<file path="config.mk">
export PLATFORM = sky130hd
export DESIGN_NAME = fbp_pump_ctrl
export DESIGN_NICKNAME = d
export VERILOG_FILES = /design/src/fbp_fifo.v /design/src/fbp_pump_ctrl.v
export VERILOG_INCLUDE_DIRS = /design/src /design/src/src
export SDC_FILE = /design/constraint.sdc
export NUM_CORES = 1
export LEC_CHECK = 0
export ABC_AREA = 1
export BUFFER_PORTS_ARGS = -buffer_cell sky130_fd_sc_hd__buf_2
export CORE_ASPECT_RATIO = 2
export CORE_MARGIN = 2
export CORE_UTILIZATION = 35
export CTS_CLUSTER_SIZE = 20
export DETAILED_ROUTE_END_ITERATION = 8
export GPL_ROUTABILITY_DRIVEN = 1
export MAX_ROUTING_LAYER = met4
export SYNTH_ARGS = -nofsm -noshare
export SYNTH_HDL_FRONTEND = slang
export SYNTH_SLANG_ARGS = --single-unit
</file>
<file path="constraint.sdc">
create_clock -name clock -period 2.8 [get_ports clock]
set_clock_uncertainty 0.2 [all_clocks]
set_input_delay 0.28 -clock clock [delete_from_list [all_inputs] [get_ports clock]]
set_output_delay 0.28 -clock clock [all_outputs]
set_load 0.03 [all_outputs]
</file>
<file path="src/fbp_regs.vh">
// Constants for the flash burst pump controller.
// Assumes inclusion by bare name from design files under src/.
`ifndef FBP_REGS_VH
`define FBP_REGS_VH

`define FBP_ROW_BITS 6
`define FBP_ROW_BYTES 64
`define FBP_CMD_PROGRAM 2'h0
`define FBP_CMD_ERASE 2'h1
`define FBP_CMD_BURST 2'h2
`define FBP_PUMP_RAMP_NS 500
`define FBP_CLK_NS 100
`define FBP_PUMP_RAMP_CYC ((`FBP_PUMP_RAMP_NS + `FBP_CLK_NS - 1) / `FBP_CLK_NS)

`endif

</file>
<file path="src/fbp_fifo.v">
// Small command queue, flip-flop storage, valid/ready on both sides.
// Assumes one clock and an asynchronous active-low reset.
`default_nettype none
module fbp_fifo #(
	parameter WIDTH = 18,
	parameter DEPTH = 4,
	parameter AW = 2
) (
	input wire clock,
	input wire rstn,
	input wire inValid,
	output wire inReady,
	input wire [WIDTH-1:0] inData,
	output wire outValid,
	input wire outReady,
	output wire [WIDTH-1:0] outData
);
	reg [WIDTH-1:0] mem [0:DEPTH-1];
	reg [AW-1:0] wrPtr;
	reg [AW-1:0] rdPtr;
	reg [AW:0] count;
	wire push;
	wire pop;
	reg [AW:0] next_count;
	reg notFull;
	integer i;

	// Registered so the ready port comes straight from a flip-flop
	assign inReady = notFull;
	assign outValid = (count != {(AW+1){1'b0}});
	assign outData = mem[rdPtr];
	assign push = inValid && inReady;
	assign pop = outValid && outReady;

	always @* begin
		next_count = count;
		if (push && !pop) begin
			next_count = count + 1'b1;
		end else if (pop && !push) begin
			next_count = count - 1'b1;
		end
	end

	always @(posedge clock or negedge rstn) begin
		if (!rstn) begin
			wrPtr <= {AW{1'b0}};
			rdPtr <= {AW{1'b0}};
			count <= {(AW+1){1'b0}};
			notFull <= 1'b1;
			for (i = 0; i < DEPTH; i = i + 1) begin
				mem[i] <= {WIDTH{1'b0}};
			end
		end else begin
			if (push) begin
				mem[wrPtr] <= inData;
				wrPtr <= (wrPtr == DEPTH[AW-1:0] - 1'b1) ? {AW{1'b0}}
					: wrPtr + 1'b1;
			end
			if (pop) begin
				rdPtr <= (rdPtr == DEPTH[AW-1:0] - 1'b1) ? {AW{1'b0}}
					: rdPtr + 1'b1;
			end
			count <= next_count;
			notFull <= (next_count != DEPTH[AW:0]);
		end
	end
endmodule // fbp_fifo
`default_nettype wire

</file>
<file path="src/fbp_pump_ctrl.v">
// Charge pump sequencer for flash program, erase and burst program.
// Assumes commands arrive synchronous to clock; the array reports done.
`include "fbp_regs.vh"
`default_nettype none
module fbp_pump_ctrl #(
	parameter ADDR_W = 16,
	parameter DEPTH = 4,
	parameter RAMP_CYC = `FBP_PUMP_RAMP_CYC
) (
	input wire clock,
	input wire rstn,
	input wire cmdValid,
	output wire cmdReady,
	input wire [1:0] cmdKind,
	input wire [ADDR_W-1:0] cmdAddr,
	input wire [7:0] cmdData,
	input wire arrayDone,
	output reg pumpOn,
	output reg arrayStart,
	output reg [1:0] arrayKind,
	output reg [ADDR_W-1:0] arrayAddr,
	output reg [7:0] arrayData,
	output reg busy,
	output reg burstChained
);
	localparam W = ADDR_W + 10;
	localparam S_IDLE = 2'h0;
	localparam S_RAMP = 2'h1;
	localparam S_RUN = 2'h2;
	localparam RAMP_W = 8;

	reg [1:0] state;
	reg [RAMP_W-1:0] rampCnt;
	reg queuedEarly;
	reg [1:0] next_state;
	reg [RAMP_W-1:0] next_rampCnt;
	reg next_queuedEarly;
	reg next_pumpOn;
	reg next_arrayStart;
	reg [1:0] next_arrayKind;
	reg [ADDR_W-1:0] next_arrayAddr;
	reg [7:0] next_arrayData;
	reg next_busy;
	reg next_burstChained;
	wire isBurstNow;
	wire headIsBurst;
	wire headIsNext;
	wire rampDone;
	wire doneChain;
	wire doneEnd;
	wire qValid;
	wire qReady;
	wire [W-1:0] qData;
	wire [1:0] qKind;
	wire [ADDR_W-1:0] qAddr;
	wire [7:0] qData8;
	wire [ADDR_W-1:0] nextAddr;
	wire sameRow;
	wire chainOk;
	wire startFresh;

	fbp_fifo #(
		.WIDTH(W),
		.DEPTH(DEPTH),
		.AW(2)
	) cmdQueue (
		.clock(clock),
		.rstn(rstn),
		.inValid(cmdValid),
		.inReady(cmdReady),
		.inData({cmdKind, cmdAddr, cmdData}),
		.outValid(qValid),
		.outReady(qReady),
		.outData(qData)
	);

	assign qKind = qData[W-1:W-2];
	assign qAddr = qData[W-3:8];
	assign qData8 = qData[7:0];
	// Following byte of the current burst
	assign nextAddr = arrayAddr + {{(ADDR_W-1){1'b0}}, 1'b1};
	// Low bits all zero mark a new row, so continuity stops there
	assign sameRow = (nextAddr[`FBP_ROW_BITS-1:0] != 6'h0);
	assign isBurstNow = (arrayKind == `FBP_CMD_BURST);
	assign headIsBurst = qValid && (qKind == `FBP_CMD_BURST);
	// Only the sequential byte may ride on the running pump
	assign headIsNext = (qAddr == nextAddr);
	// Queued next burst must be the sequential byte in the same row
	assign chainOk = isBurstNow && queuedEarly && headIsBurst
		&& headIsNext && sameRow;
	assign rampDone = (rampCnt <= 8'h1);
	assign doneChain = (state == S_RUN) && arrayDone && chainOk;
	assign doneEnd = (state == S_RUN) && arrayDone && !chainOk;
	assign startFresh = (state == S_IDLE) && qValid;
	// Pop on accepting a fresh command or chaining directly
	assign qReady = startFresh || doneChain;

	// Next-state logic kept apart from the registers below
	always @* begin
		next_state = state;
		next_rampCnt = rampCnt;
		next_queuedEarly = queuedEarly;
		next_pumpOn = pumpOn;
		next_arrayStart = 1'b0;
		next_arrayKind = arrayKind;
		next_arrayAddr = arrayAddr;
		next_arrayData = arrayData;
		next_busy = busy;
		next_burstChained = 1'b0;
		case (state)
		S_IDLE: begin
			next_busy = 1'b0;
			if (qValid) begin
				next_arrayKind = qKind;
				next_arrayAddr = qAddr;
				next_arrayData = qData8;
				next_pumpOn = 1'b1;
				next_rampCnt = RAMP_CYC[RAMP_W-1:0];
				next_busy = 1'b1;
				next_state = S_RAMP;
			end
		end
		S_RAMP: begin
			// Array waits until high voltage has settled
			if (rampDone) begin
				next_arrayStart = 1'b1;
				next_queuedEarly = 1'b0;
				next_state = S_RUN;
			end else begin
				next_rampCnt = rampCnt - 8'h1;
			end
		end
		S_RUN: begin
			// A command seen before done counts as queued in time
			if (qValid && !arrayDone) begin
				next_queuedEarly = 1'b1;
			end
			if (doneChain) begin
				next_queuedEarly = 1'b0;
				next_arrayAddr = qAddr;
				next_arrayData = qData8;
				next_arrayStart = 1'b1;
				next_burstChained = 1'b1;
			end else if (doneEnd) begin
				// Ordinary end or broken burst drops the pump
				next_queuedEarly = 1'b0;
				next_pumpOn = 1'b0;
				next_busy = 1'b0;
				next_state = S_IDLE;
			end
		end
		default: begin
			next_state = S_IDLE;
			next_pumpOn = 1'b0;
			next_busy = 1'b0;
		end
		endcase
	end

	always @(posedge clock or negedge rstn) begin
		if (!rstn) begin
			state <= S_IDLE;
			rampCnt <= {RAMP_W{1'b0}};
			queuedEarly <= 1'b0;
			pumpOn <= 1'b0;
			arrayStart <= 1'b0;
			arrayKind <= 2'h0;
			arrayAddr <= {ADDR_W{1'b0}};
			arrayData <= 8'h0;
			busy <= 1'b0;
			burstChained <= 1'b0;
		end else begin
			state <= next_state;
			rampCnt <= next_rampCnt;
			queuedEarly <= next_queuedEarly;
			pumpOn <= next_pumpOn;
			arrayStart <= next_arrayStart;
			arrayKind <= next_arrayKind;
			arrayAddr <= next_arrayAddr;
			arrayData <= next_arrayData;
			busy <= next_busy;
			burstChained <= next_burstChained;
		end
	end
endmodule // fbp_pump_ctrl
`default_nettype wire

</file>
; After elaboration in Yosys (flattened, before gate mapping)
; Index checks and enable logic that the tools add are counted.
[totals]
ff_bits = 153
latchBits = 0
ramBits = 0
romBits = 0
in_bits = 30
out_inout_bits = 31
word_cells = 118
n_memories = 0
[classes]
add_sub_neg = 6
multipliers = 0
n_div = 0
order_cmp = 4
n_eq_ne = 15
shifts = 0
n_mux = 39
bitwise_logic = 3
reduce_logical = 33
[ops]
columns = op, count
row1 = 104-bit bitwise mux, 1
row2 = 26-bit two-way mux, 3
row3 = 26-bit binary-select mux with 2-bit select, 1
row4 = 26-bit demux with 2-bit select, 1
row5 = 16-bit two-way mux, 2
row6 = 8-bit two-way mux, 4
row7 = 16-bit case mux with 2 select lines, 1
row8 = 8-bit case mux with 2 select lines, 2
row9 = 16-bit by 1-bit adder with 16-bit output (second input constant), 1
row10 = 16-bit == test, 1
row11 = 1-bit logical AND, 15
row12 = 2-bit two-way mux, 6
row13 = 3-bit AND reduction, 4
row14 = 1-bit two-way mux, 11
row15 = 2-bit == test (second input constant), 5
row16 = 2-bit inequality test (second input constant), 5
row17 = 8-bit by 1-bit <= comparator with 1-bit output (second input constant), 1
row18 = 4-bit AND reduction, 2
row19 = 8-bit by 1-bit subtractor with 8-bit output (second input constant), 1
row20 = 3-bit greater-or-equal comparator (second input constant), 2
row21 = 3-bit two-way mux, 2
row22 = 2-bit inverter with 3-bit output, 2
row23 = 1-bit case mux with 3 select lines, 2
row24 = 2-bit case mux with 3 select lines, 1
row25 = other kinds (17), 24

; Logic depth before layout (Yosys ltp)
[depth]
word_depth = 16
ltp_mapped = 21
depth_no_buf = 20

; Modules after synthesis
; A second synthesis with hierarchy kept.
[unflattened]
cells_unflattened = 936
hier_area_um2 = 7742.4
[by_module_without_submodules]
columns = mod, instances, cells_each, area_each_um2, seq_area_each_um2
row1 = fbp_fifo, 1, 568, 5168.7, 2803.9
row2 = fbp_pump_ctrl, 1, 368, 2573.7, 1026.0

; Worst setup path after synthesis
; No wires, ideal clock.
[synth_path]
path_kind = register to register
start = reg arrayAddr[0]
end = reg arrayAddr[2]
setup_ps = 122
t_arrival_ps = 2263
t_required_ps = 2478
slack_ps = 215
stages_incl_launch_ff = 19
n_path_buf = 2
synth_period_minus_slack_ps = 2585
path_cell_list = dfrtp_1 > ha_1 > nand2_1 > nor2_4 > nand2_1 > nand2_1 > nand2_1 > nand2_1 > nand2_1 > nor2_1 > nand3_1 > nor2_1 > nand3_1 > o21ai_1 > nand2_1 > buf_6 > buf_6 > nand2_1 > o21ai_1
[synth_between]
elab_chain_cells = 7
word_cells_on_any_way = 8
classes_between = add/sub: 1 / eq/ne: 2 / reduce/logical: 5
[synth_rtl]
columns = element, line_no
row1 = "start, declared", fbp_pump_ctrl.v:21  ; output reg [ADDR_W-1:0] arrayAddr,
row2 = "start signal, assigned", fbp_pump_ctrl.v:168  ; arrayAddr <= {ADDR_W{1'b0}};
row3 = "start signal, assigned", fbp_pump_ctrl.v:179  ; arrayAddr <= next_arrayAddr;
row4 = 16-bit by 1-bit adder with 16-bit output (*), fbp_pump_ctrl.v:81  ; assign nextAddr = arrayAddr + {{(ADDR_W-1){1'b0}}, 1'b1};
row5 = 16-bit == test, fbp_pump_ctrl.v:87  ; assign headIsNext = (qAddr == nextAddr);
row6 = 1-bit logical AND, fbp_pump_ctrl.v:90  ; && headIsNext && sameRow;
row7 = 1-bit logical AND (*), fbp_pump_ctrl.v:90
row8 = 1-bit logical AND (*), fbp_pump_ctrl.v:92  ; assign doneChain = (state == S_RUN) && arrayDone && chainOk;
row9 = 2-bit inequality test (no line) (*), -
row10 = 3-bit AND reduction (no line) (*), -
; Every way passes the cells marked *; elsewhere a longest branch is shown, timed or not.
; A chain may end at the register's enable or synchronous reset.

; Worst setup path after layout
[layout_path]
start = reg arrayAddr[0]
end = reg arrayAddr[13]
; Same word-level chain as after synthesis.

==> flow_summary.toml <==
[run_status]
status = "complete, no violations"

[synth]
synth_compound_area_share_pct = 12.23
syn_nets = 1048
synth_top_family_by_area = "simple AND/OR/NAND/NOR gates"
muxShareOfSynthArea_pct = 0
yosysTopAreaCell = "dfrtp_1"
synth.top_cell.area_share_pct = 49.43
ys_seq_area_share_pct = 49.77
ys_ff_latch = 153
synth_cell_types = 36
netlist_instances = 1004
synthXorXnorAreaFrac_pct = 0.9106
avgSynthCellArea_um2 = 7.664
synth-adder-area-share_pct = 2.276
syn_area_mm2 = 0.007695
synthTopCellsByArea = "dfrtp_1 49%, nand2_1 17%, o21ai_0 7.8%"
synth-simple-area-share_pct = 27.37
yosys_warnings = 0

[worst_setup_path]
r2r-start = "arrayAddr[0]"
critPathMaxFanout = 8
crit_required_ns = 2.92
worst_r2r_endpoint = "arrayAddr[13]"
cpPeakStageDelay_ns = 0.41
crit_slowest_cell = "dfrtp_1"
worst_ep_arrival_time_ns = 2.89
end_kind = "register"
reg2regPathDepth = 18
cp_common_cell = "nand2_1"
r2r_setup_slack_ns = 0.03
path_cells = "ha_4, nand2_4, nor2_4, nand2_2, nor2_2, nand2_1, nand3_1, nand2_1, nor2_1, nand2_1, nor2_2, nand3_2, buf_4, o21ai_2, nand2_4, buf_12, nor2_4, a21oi_4"
startpoint_type = "register"
crit_type = "register to register"

[die]
die-area_mm2 = 0.02326
core_mm2 = 0.02159
fp.dieW_um = 108.8
row_count = 76
die_height_um = 213.7
initial_core_util_pct = 35.65
ioPinCount = 61

[sta]
relSlewSlack_pct = 59.24
rsz0062_at_grt = "yes"
tightest_slew_ns = 0.6114
layout_min_cycle_time_ns = 2.771
hold_viol = 0
drv_slew = 0
finalSetupTns_ns = 0
fin_hold_ws_ns = 0.03616
period_share_pct = 98.97
finalSetupViolCount = 0
fmax_ghz = 0.3609

[global_routing]
grtUsageTotal_pct = 18.74
grt_pass1_vias = 6741
antenna_found_initial = 0
grt_pass1_wl_um = 32370
grt_overflow = 0
grt_max_degree = 65

[clock_tree]
cts_buffer_depth = 2
cts_root_buf = "clkbuf_16"
numCtsBuffers = 17
clk_pin_slew_worst_paths_ns = 0.06
worstSkewPairLatency_ns = 0.43
cts_tree = "yes"
clkSinkCount = 153
cts_max_level = 4

[detailed_routing]
drc_errors = 0
postRouteAntennaNets = 0
drtIter0Drc = 342
wl_per_cell_um = 14.64
wl_um = 20530
firstDrtPassIters = 5
vias = 6901
via_per_inst = 4.922

[power]
p_int_mw = 6.945
clock_power_share_pct = 19.0
p_per_area_mw_per_mm2 = 1282
total_leakage_power_nw = 4.866
ir_drop_mv = 0.4225
p_seq_share_pct = 31.6
switchingPower_mw = 5.453
switching_share_pct = 43.98
power_frac_comb_pct = 49.5

[hold_path]
hold_end = "cmdQueue.mem[74]"
hold-path-cell-count = 3
holdCritStartpoint = "cmdAddr[14]"
worstHoldPathType = "primary input to register"

[finish]
drive_above_1_share_pct = 16.74
syn2layout_area_growth_pct = 25.66
nets = 1160
n_antenna_cell = 0
final_cell_mix = "339 x nand2_1, 147 x dfrtp_1, 118 x o21ai_0"
final_common_cell = "nand2_1"

[run]
drv_cap = 0

[place]
portBuffers = 60
dp_hpwl_um = 13830
place.gp.congestion = 0.9142
-- sequential cells by signal (all words and copies together) (netlist names) --
| signal | flops |
|---|---|
| busy | 1 |
| arrayAddr | 16 |
| queuedEarly | 1 |
| burstChained | 1 |
| state | 2 |
| arrayKind | 2 |
| cmdQueue.count | 3 |
| cmdQueue.mem | 104 |
| arrayStart | 1 |
| rampCnt | 8 |
| arrayData | 8 |
| cmdQueue.inReady | 1 |
| pumpOn | 1 |
| cmdQueue.wrPtr | 2 |
| cmdQueue.rdPtr | 2 |
-- cell usage after synthesis, drive strengths merged --
cell type,number
nand3b,2
nand2,354
nor3,4
a21oi,16
o21ai,148
o31ai,1
dfstp,1
or2,2
o311ai,1
nand3,70
inv,96
nand4,5
o21a,2
buf,15
nor2,71
xor2,6
xnor2,2
o32ai,1
nor4,1
and3,2
dfrtp,152
clkbuf,27
a32o,8
ha,14
clkinv,1
nor3b,2
-- cell families after synthesis --
kind of cell             count (synthesis)
flip-flops                             153
AND/OR/NAND/NOR                        513
AO/OA/AOI/OAI                          177
adder cells (fa/ha/maj)                 14
XOR/XNOR                                 8
buffers and inverters                  139
-- how the worst max path moves through the flow --
stage	from	end	slack [ns]	depth (start not counted)
final	arrayAddr[0]	arrayAddr[13]	0.03	18
after global placement	arrayAddr[0]	cmdQueue.inReady	0.04	19
after floorplan	arrayAddr[0]	arrayAddr[2]	0.21	18
after detailed placement	cmdQueue.rdPtr[0]	cmdQueue.inReady	0.02	20
after CTS	cmdQueue.rdPtr[0]	cmdQueue.inReady	0.004	18
after global routing	arrayAddr[0]	arrayAddr[13]	-0.11	18
-- stage by stage --
stage               util, %  cell area (um2)  worst slack, ns  instances  power, mW
floorplan                 -             7695           0.2149       1004      7.729
global placement      39.28             8478          0.03889       1334      9.336
detailed placement    39.28             8478          0.01513       1334      9.432
CTS                   43.47             9384         0.004495       1394      11.94
global route          44.79             9669          -0.1110       1402      13.45
finish                44.79             9669          0.02891       1402      12.40
-- final cells by class --
class / instances / area, um2
fill: 2168 / 11920
sequential: 153 / 3836
multi-input combinational: 712 / 3435
timing repair buffer: 135 / 1087
clock buffer: 18 / 429.2
inverter: 97 / 369.1
tap: 273 / 341.6
clock inverter: 14 / 171.4
-- repair_timing --
action / CTS / global route
hold buffers: 27 / 0
hold endpoints to repair: 161 / 0
resized for setup: 1 / 54
cloned: 1 / 4
pin swaps: 0 / 14
buffers inserted: 0 / 4
endpoints found under the setup margin: 1 / 36
-- power by group through the flow --
| stage | clock network, mW | logic [mW] | registers, mW |
|---|---|---|---|
| detailed placement | 0 | 5.52 | 3.91 |
| global route | 2.50 | 6.91 | 4.05 |
| finish | 2.35 | 6.13 | 3.91 |
| CTS | 2.42 | 5.64 | 3.88 |
| floorplan | 0 | 3.59 | 4.14 |
| global placement | 0 | 5.43 | 3.90 |
-- routing by layer --
| layer | GRT usage (%) | wire length (um) |
|---|---|---|
| met2 | 33.17 | 11040 |
| met4 | 10.04 | 936 |
| met3 | 3.283 | 590 |
| met1 | 19.46 | 7962 |
| met5 | - | 0 |
-- worst max-delay path, delay by kind of cell (launching register included) --
| family | cells | cell delay [ns] |
|---|---|---|
| AND/OR/NAND/NOR | 13 | 1.43 |
| buffers and inverters | 2 | 0.34 |
| adder cells (fa/ha/maj) | 1 | 0.18 |
| AO/OA/AOI/OAI | 2 | 0.10 |
| flip-flops | 1 | 0.41 |
No activity file was read; power rests on OpenSTA's default activity.
